--- src/core/rfxc_pkg.sv ---
// Package with register map, field positions, reset values and timing for the crystal and RF PA register bank
// Functional notes
// - Four-bit crystal bias code at 0x86
// - Bias bits 3:0 write-only, clear on resets
// - Crystal running flag, status 0xe3 bit 4
// - VCO gain indicator in status bit 3
// - Lock flag bit 2, bits 1:0 zero
// - Bit 7 of 0xf1 switches PA supply
// - Preamp code from bits 5 and 0
// - Eight-bit PA bias at 0xf2, resets zero
// - Feedback divides by 16 or 22
// - Band bit in 0xc2 picks divide ratio
package rfxc_pkg;
    localparam int          ADDR_W           = 8;
    localparam int          DATA_W           = 8;
    localparam logic [7:0]  CRYSTAL_BIAS_OFS = 8'h86;
    localparam logic [7:0]  BAND_SEL_OFS     = 8'hc2;
    localparam logic [7:0]  LOCAL_STATUS_OFS = 8'he3;
    localparam logic [7:0]  IRQ_STATUS_OFS   = 8'he4;
    localparam logic [7:0]  IRQ_MASK_OFS     = 8'he5;
    localparam logic [7:0]  PA_POWER_OFS     = 8'hf1;
    localparam logic [7:0]  PA_BIAS_OFS      = 8'hf2;
    localparam int          BIAS_W           = 4;
    localparam int          XTAL_RUN_BIT     = 4;
    localparam int          VCO_GAIN_BIT     = 3;
    localparam int          LOCK_BIT         = 2;
    localparam int          PA_SUPPLY_BIT    = 7;
    localparam int          PREAMP_HI_BIT    = 5;
    localparam int          PREAMP_LO_BIT    = 0;
    localparam int          BAND_BIT         = 7;
    localparam logic [7:0]  BAND_RESET       = 8'h80;
    localparam logic [7:0]  CTRL_RESET       = 8'h00;
    localparam logic [7:0]  UNDEF_READ       = 8'h00;
    localparam int          DIV_315          = 16;
    localparam int          DIV_434          = 22;
    localparam int          DIV_W            = 5;
    localparam int          IRQ_N            = 3;
    localparam int          BIAS_STEP_UA     = 20;
endpackage

--- src/core/rfxc_fbdiv.sv ---
// Synthesizer feedback divider, ratio 16 or 22 by band
`timescale 1ns/10ps
`default_nettype none
module rfxc_fbdiv (
    input  wire logic clk,
    input  wire logic nrst,
    input  wire logic band_315,
    output logic      fb_pulse
);
    localparam logic [4:0] LAST_315 = 5'(rfxc_pkg::DIV_315 - 1);
    localparam logic [4:0] LAST_434 = 5'(rfxc_pkg::DIV_434 - 1);

    logic [rfxc_pkg::DIV_W-1:0] cnt_ff;
    logic [rfxc_pkg::DIV_W-1:0] last;
    logic                       pulse_ff;

    assign last = band_315 ? LAST_315 : LAST_434;

    always_ff @(posedge clk) begin
        if (!nrst) begin
            cnt_ff   <= '0;
            pulse_ff <= 1'b0;
        end else if (cnt_ff >= last) begin
            cnt_ff   <= '0;
            pulse_ff <= 1'b1;
        end else begin
            cnt_ff   <= cnt_ff + 5'h01;
            pulse_ff <= 1'b0;
        end
    end

    assign fb_pulse = pulse_ff;
endmodule
`default_nettype wire

--- src/core/rfxc_regs.sv ---
// Crystal oscillator and RF PA control register bank
//
// The address-and-strobe port was decided locally.
`timescale 1ns/10ps
`default_nettype none
module rfxc_regs (
    input  wire logic       clk,
    input  wire logic       nrst,
    input  wire logic       timer_rst,
    input  wire logic [7:0] addr,
    input  wire logic [7:0] wdata,
    input  wire logic       wr,
    input  wire logic       rd,
    output logic      [7:0] rdata,
    input  wire logic       crystal_oscillator_in,
    input  wire logic       vco_gain_in,
    input  wire logic       pll_lock_in,
    input  wire logic       vco_div_clk_en,
    output logic      [3:0] crystal_bias_code,
    output logic            pa_supply_switch,
    output logic      [1:0] preamp_current_code,
    output logic      [7:0] pa_output_bias_value,
    output logic            band_315,
    output logic            fb_pulse,
    output logic            irq
);
    ////////////////////////////////////////////////////////////////////////////////
    logic [3:0] bias_ff;
    logic [7:0] pwr_ff;
    logic [7:0] pab_ff;
    logic [7:0] band_ff;
    logic [7:0] rdata_ff;
    logic [2:0] stat_sync;
    logic [2:0] stat_ff;
    logic [2:0] ist_ff;
    logic [2:0] msk_ff;
    logic       irq_ff;
    logic       fb_raw;
    logic       fb_ff;
    logic       clr_all;
    logic [2:0] evt;
    logic [2:0] w1c;

    // Timer reset clears bias, PA power, PA bias, status and IRQ status; band, mask and irq clear only on power-on reset
    assign clr_all = !nrst || timer_rst;

    rfxc_sync #(.W(3)) u_sync (
        .clk  (clk),
        .nrst (nrst),
        .din  ({crystal_oscillator_in, vco_gain_in, pll_lock_in}),
        .dout (stat_sync)
    );

    // Divider runs free on the system clock; its pulse is gated afterwards by vco_div_clk_en
    rfxc_fbdiv u_div (
        .clk      (clk),
        .nrst     (nrst),
        .band_315 (band_ff[rfxc_pkg::BAND_BIT]),
        .fb_pulse (fb_raw)
    );

    ////////////////////////////////////////////////////////////////////////////////
    always_ff @(posedge clk) begin
        if (clr_all) begin
            bias_ff <= '0;
        end else if (wr && addr == rfxc_pkg::CRYSTAL_BIAS_OFS) begin
            bias_ff <= wdata[rfxc_pkg::BIAS_W-1:0];
        end
    end

    always_ff @(posedge clk) begin
        if (clr_all) begin
            pwr_ff <= rfxc_pkg::CTRL_RESET;
        end else if (wr && addr == rfxc_pkg::PA_POWER_OFS) begin
            pwr_ff <= wdata;
        end
    end

    always_ff @(posedge clk) begin
        if (clr_all) begin
            pab_ff <= rfxc_pkg::CTRL_RESET;
        end else if (wr && addr == rfxc_pkg::PA_BIAS_OFS) begin
            pab_ff <= wdata;
        end
    end

    always_ff @(posedge clk) begin
        if (!nrst) begin
            band_ff <= rfxc_pkg::BAND_RESET;
        end else if (wr && addr == rfxc_pkg::BAND_SEL_OFS) begin
            band_ff <= wdata;
        end
    end

    // Status follows the analog flags; zero during either reset
    always_ff @(posedge clk) begin
        if (clr_all) begin
            stat_ff <= '0;
        end else begin
            stat_ff <= stat_sync;
        end
    end

    ////////////////////////////////////////////////////////////////////////////////
    // Events: crystal start, lock gained, lock lost
    assign evt = {stat_sync[2] && !stat_ff[2],
                  stat_sync[0] && !stat_ff[0],
                  !stat_sync[0] && stat_ff[0]};
    assign w1c = (wr && addr == rfxc_pkg::IRQ_STATUS_OFS) ? wdata[2:0] : 3'h0;

    // Set wins over a same-cycle clear so no event is lost
    always_ff @(posedge clk) begin
        if (clr_all) begin
            ist_ff <= '0;
        end else begin
            ist_ff <= (ist_ff & ~w1c) | evt;
        end
    end

    always_ff @(posedge clk) begin
        if (!nrst) begin
            msk_ff <= '0;
        end else if (wr && addr == rfxc_pkg::IRQ_MASK_OFS) begin
            msk_ff <= wdata[2:0];
        end
    end

    always_ff @(posedge clk) begin
        if (!nrst) begin
            irq_ff <= 1'b0;
        end else begin
            irq_ff <= |(ist_ff & msk_ff);
        end
    end

    ////////////////////////////////////////////////////////////////////////////////
    // Write-only registers read as zero; local status writes fall through unused
    always_ff @(posedge clk) begin
        if (!nrst) begin
            rdata_ff <= 8'h00;
        end else if (rd) begin
            case (addr)
                rfxc_pkg::LOCAL_STATUS_OFS: rdata_ff <= {3'h0, stat_ff, 2'h0};
                rfxc_pkg::IRQ_STATUS_OFS:   rdata_ff <= {5'h00, ist_ff};
                rfxc_pkg::IRQ_MASK_OFS:     rdata_ff <= {5'h00, msk_ff};
                default:                    rdata_ff <= rfxc_pkg::UNDEF_READ;
            endcase
        end else begin
            rdata_ff <= 8'h00;
        end
    end

    always_ff @(posedge clk) begin
        if (!nrst) begin
            fb_ff <= 1'b0;
        end else begin
            fb_ff <= fb_raw && vco_div_clk_en;
        end
    end

    assign rdata                = rdata_ff;
    assign crystal_bias_code    = bias_ff;
    assign pa_supply_switch     = pwr_ff[rfxc_pkg::PA_SUPPLY_BIT];
    assign preamp_current_code  = {pwr_ff[rfxc_pkg::PREAMP_HI_BIT], pwr_ff[rfxc_pkg::PREAMP_LO_BIT]};
    assign pa_output_bias_value = pab_ff;
    assign band_315             = band_ff[rfxc_pkg::BAND_BIT];
    assign fb_pulse             = fb_ff;
    assign irq                  = irq_ff;
endmodule
`default_nettype wire

--- src/core/rfxc_sync.sv ---
// Two-flop synchroniser for the analog status inputs
`timescale 1ns/10ps
`default_nettype none
module rfxc_sync #(
    parameter int W = 3
) (
    input  wire logic         clk,
    input  wire logic         nrst,
    input  wire logic [W-1:0] din,
    output logic      [W-1:0] dout
);
    logic [W-1:0] meta_ff;
    logic [W-1:0] sync_ff;

    always_ff @(posedge clk) begin
        if (!nrst) begin
            meta_ff <= '0;
            sync_ff <= '0;
        end else begin
            meta_ff <= din;
            sync_ff <= meta_ff;
        end
    end

    assign dout = sync_ff;
endmodule
`default_nettype wire

--- config.mk ---
export PLATFORM = sky130hd
export DESIGN_NAME = rfxc_regs
export DESIGN_NICKNAME = d
export VERILOG_FILES = /design/src/core/rfxc_pkg.sv /design/src/core/rfxc_fbdiv.sv /design/src/core/rfxc_regs.sv /design/src/core/rfxc_sync.sv
export SDC_FILE = /design/constraint.sdc
export NUM_CORES = 1
export LEC_CHECK = 0
export BUFFER_PORTS_ARGS = -buffer_cell sky130_fd_sc_hd__buf_2
export CAP_MARGIN = 30
export CORE_ASPECT_RATIO = 0.9
export CORE_MARGIN = 2
export CORE_UTILIZATION = 35
export CTS_CLUSTER_DIAMETER = 80
export CTS_CLUSTER_SIZE = 40
export DETAILED_ROUTE_END_ITERATION = 10
export RECOVER_POWER = 50
export SYNTH_ARGS = -nofsm -noshare
export SYNTH_HDL_FRONTEND = slang
export SYNTH_SLANG_ARGS = --single-unit
--- constraint.sdc ---
create_clock -name clk -period 1.3 [get_ports clk]
set_clock_uncertainty 0.2 [all_clocks]
set_input_delay 0.13 -clock clk [delete_from_list [all_inputs] [get_ports clk]]
set_output_delay 0.13 -clock clk [all_outputs]
set_load 0.1 [all_outputs]
# == Yosys cells after proc, flatten, opt, wreduce, memory -nomap -nowiden ==
# Index checks and enable logic that the tools add are counted.
# totals
reg_bits,59
out_inout_bits,26
# op_classes
order_cmp,1
muxes,4
reduce_logical,18
n_addsub,1
eq_ne,7
bitwise,5
# ops
cell,count
"8-bit == test, second input constant",7
5-bit case mux with 3 select lines,1
1-bit logical AND,10
3-bit bitwise AND,2
"5-bit by 1-bit adder with 5-bit output, second input constant",1
5-bit greater-or-equal comparator,1
5-bit two-way mux,1
1-bit zero test,4
3-bit two-way mux,1
3-bit NOT,1
3-bit bitwise OR,1
3-bit OR reduction,1
2-bit AND reduction,1
2-bit OR reduction,1
1-bit logical OR,1
1-bit two-way mux,1
1-bit NOT,1

# == Logic depth before layout (Yosys ltp) ==
# depth
depth_word,6
ltp_mapped,6
mapped_depth_nobuf,5

# == Hierarchy ==
# From an unflattened synthesis, not the netlist that was laid out.
# hier_totals
cells_unflattened,179
area_unflattened_um2,1793.0
# by_module_without_submodules
module,instances,seq_area_each_um2,cells_per_inst,area_each_um2
rfxc_regs,1,640.6,139,1358.8
rfxc_fbdiv,1,120.1,28,276.5
rfxc_sync,1,120.1,12,157.7

# == Least setup slack after synthesis ==
# No wires, ideal clock.
# synth_timing
kind,register -> register
from,register band_ff[7]
to,register u_div.cnt_ff[2] in the netlist's numbering
synth_period_minus_slack_ns,2.223
t_arrival_ns,1.894
setup_time_ns,0.129
required_ns,0.971
setup_slack_ns,-0.923
n_path_buf,0
stages_incl_launch_ff,6
path_cell_list,dfxtp_1 inv_1 ha_1 nand3_1 o211ai_1 nor2_1
# synth_via
elab_chain_cells,3
# synth_lines
element,line_no,rtl
start: declaration,rfxc_regs.sv:31,logic [7:0] band_ff;
start signal: assignment,rfxc_regs.sv:89,band_ff <= rfxc_pkg::BAND_RESET;
start signal: assignment,rfxc_regs.sv:91,band_ff <= wdata;
5-bit two-way mux,rfxc_fbdiv.sv:17,assign last = band_315 ? LAST_315 : LAST_434;
5-bit greater-or-equal comparator,rfxc_fbdiv.sv:23,end else if (cnt_ff >= last) begin
2-bit OR reduction (no source line),n/a,
end signal: assignment,rfxc_fbdiv.sv:27,cnt_ff <= cnt_ff + 5'h01;
end: declaration,rfxc_fbdiv.sv:13,logic [rfxc_pkg::DIV_W-1:0] cnt_ff;
# No other way between the ends.
# A chain may end at the register's enable or synchronous reset.

# == Final worst setup path ==
# layout_timing
from,register band_ff[7]
to,register u_div.cnt_ff[3] in the netlist's numbering
# The elaborated chain is that of the path after synthesis.

==> results.json <==
{
  "status": "finished, violations left",
  "violations": "hold timing, setup timing",
  "drv_cap": 0,
  "pwr-share-comb_pct": 10.0,
  "coreArea_mm2": 0.00495,
  "synth_flop_cell": "dfxtp_1",
  "seqCellArea_um2": 903,
  "cts_tree": "built",
  "fin_crit_sh_pct": 109,
  "maxSlewHeadroom_pct": 66.3,
  "p_switching_uw": 594,
  "ys_ff_latch": 44,
  "place_ws_ns": -0.176,
  "criticalPathCategory": "flip-flop to flip-flop",
  "root_buffer": "clkbuf_8",
  "port_buffers": 47,
  "timing.final.crit_period_ns": 1.41,
  "setup_ws_ns": -0.111,
  "grt_pass1_vias": 1514,
  "initial_core_util_pct": 37.0,
  "synth_edf_count": 0,
  "remaining_drc_errors": 0,
  "antennaDiodeCount": 0,
  "cts_made_buffers": 5,
  "met3_length_um": 189,
  "clock.fmax_mhz": 709,
  "p_leak_uw": 0.00118,
  "cts.sinks": 44,
  "synth.distinct_cells": 43,
  "multi_input_area_um2": 902,
  "worst_ep_required_time_ns": 1.29,
  "dr_wl_met2_mm": 1.86,
  "finalHoldViolations": 1,
  "drv_slew": 0,
  "worstSkewPairLatency_ns": 0.29,
  "ir_drop_mv": 0.655,
  "cts_max_path_buffers": 2,
  "seqPwrFrac_pct": 51.9,
  "cp.arrival_ns": 1.40,
  "syn_area_per_cell_um2": 10.3,
  "setup_viol": 7,
  "rows": 24,
  "die_x_um": 80.3,
  "ys_warn_count": 0,
  "detail_route.vias_per_cell": 4.75,
  "drt_iter0_drc": 48,
  "highest_layer": "met4",
  "area_delta_synth_final_pct": 58.4,
  "ios": 51,
  "post_route_cells_drive_above_1_share_pct": 41.6,
  "drtPass1Iterations": 4,
  "syn_inst": 178,
  "cp_max_fo": 5,
  "yosysSeqAreaShare_pct": 48.0,
  "hold_path_class": "input pin to flip-flop",
  "m1WireLength_mm": 1.87,
  "grt-ovfl-total": 0,
  "ant_nets": 0,
  "mostFrequentLayoutCells": "31 x nand2_1, 28 x dfxtp_1, 23 x buf_4, 23 x buf_12, 22 x buf_2",
  "grt_max_degree": 14,
  "grt_usage_pct": 14.9,
  "grt_pass1_wl_mm": 6.84,
  "async_reset_ff_share_pct": 0,
  "die-area_mm2": 0.00584,
  "vias": 1552,
  "final_nets": 290,
  "dpl.hpwl_mm": 3.01,
  "htreeDepth": 2,
  "gp_congestion": 0.779,
  "antenna_found_initial": 0,
  "tightest_slew_ns": 0.506,
  "whs_ns": -0.0203,
  "worstSetupEndpointType": "flip-flop",
  "path_clk_slew_ns": 0.08,
  "nFillCells": 442,
  "wl_per_cell_um": 12.1,
  "setup_tns_ns": -0.676,
  "startpoint_type": "flip-flop",
  "switching_share_pct": 22.4,
  "postRouteWirelength_mm": 3.95,
  "internal_power_uw": 2060,
  "totalPowerFinal_uw": 2650,
  "power_frac_clock_pct": 38.0,
  "synth_area_mm2": 0.00183,
  "power_density_mw_per_mm2": 912,
  "rsz0062_at_grt": "yes",
  "die_h_um": 72.7,
  "final_common_cell": "nand2_1"
}
what timing repair did:
action / in CTS / in global routing
hold endpoints to repair: 23 / 0
setup buffers: 1 / 1
hold buffers: 12 / 0
pin swaps: 5 / 0
setup endpoints to repair: 6 / 8
resized for setup: 4 / 2
cells by family (layout without fill, tap and decap cells):
group           Yosys count  after routing  share of synthesized area, %
other cells               1              3                         0.204
mux                      21             21                          11.5
flops                    44             44                          48.0
xor+xnor                  3              3                          1.43
buf+inv                  16             98                          5.73
compound gates           10             10                          4.09
fa+ha+maj                 4              4                          2.73
simple gates             79             79                          26.3
worst paths after layout:
| kind | depth (start not counted) | to | startpoint | slack (ns) |
|---|---|---|---|---|
| hold / removal | 3 | rdata[2] | addr[4] | -0.02 |
| hold reg to reg | 1 | rdata[3] | stat_ff[1] | 0.23 |
| setup / recovery | 6 | u_div.cnt_ff[3] | band_ff[7] | -0.11 |
| setup reg to reg | 6 | u_div.cnt_ff[3] | band_ff[7] | -0.11 |
cell usage after synthesis, types with 3 or more instances:
master	count	share of area, %
dfxtp_1	44	48
nand2_1	31	6.3
mux2i_1	21	11
and2_1	12	4.1
buf_4	7	2.9
inv_1	5	1.0
nor2_1	5	1.0
ha_1	4	2.7
nand4_1	4	1.4
nand3_1	3	0.82
nor2b_1	3	1.0
area by class of cell:
cell class,instances,share of cell area [%]
Tap cell,65,2.80
Clock inverter,2,1.21
Sequential cell,44,31.1
Inverter,5,0.732
Multi-Input combinational cell,120,31.1
Timing Repair Buffer,85,30.6
Clock buffer,6,2.50
worst max-delay path, cell delays in order, from the launching register on:
cell,delay [ns]
dfxtp_4,0.38
inv_4,0.05
ha_4,0.25
nand3_2,0.07
o211ai_1,0.16
buf_4,0.16
nor2_1,0.04
registers in the layout, indices dropped and copies added, names as in the netlist, 4 cells and up:
register,cells
rdata,5
u_div.cnt_ff,5
crystal_bias_code,4
pa_output_bias_value,8
power by group through the flow:
stage | clock, uW | combinational (uW) | sequential, uW
6_report | 1010 | 265 | 1380
5_1_grt | 1090 | 294 | 1380
4_1_cts | 1040 | 272 | 1380
3_5_place_dp | 0 | 240 | 1410
3_3_place_gp | 0 | 237 | 1410
2_1_floorplan | 0 | 138 | 1410
stage by stage:
step                      std cells  cell area, um^2  hold WS, ns  util (%)
after floorplan                 180             1880      0.00674         -
after global placement          305             2640        0.135      53.3
after detailed placement        305             2640        0.142      53.3
after CTS                       326             2910     0.000828      58.7
after global routing            327             2910     -0.00977      58.6
final                           327             2910      -0.0203      58.6
routing by layer:
layer  up-vias  global-route usage (%)
li1        779                       -
met1       729                    19.6
met2        39                    24.6
met3         5                    3.47
met4         0                    3.95
met5         -                       0
(Power assumes the default switching activity.)
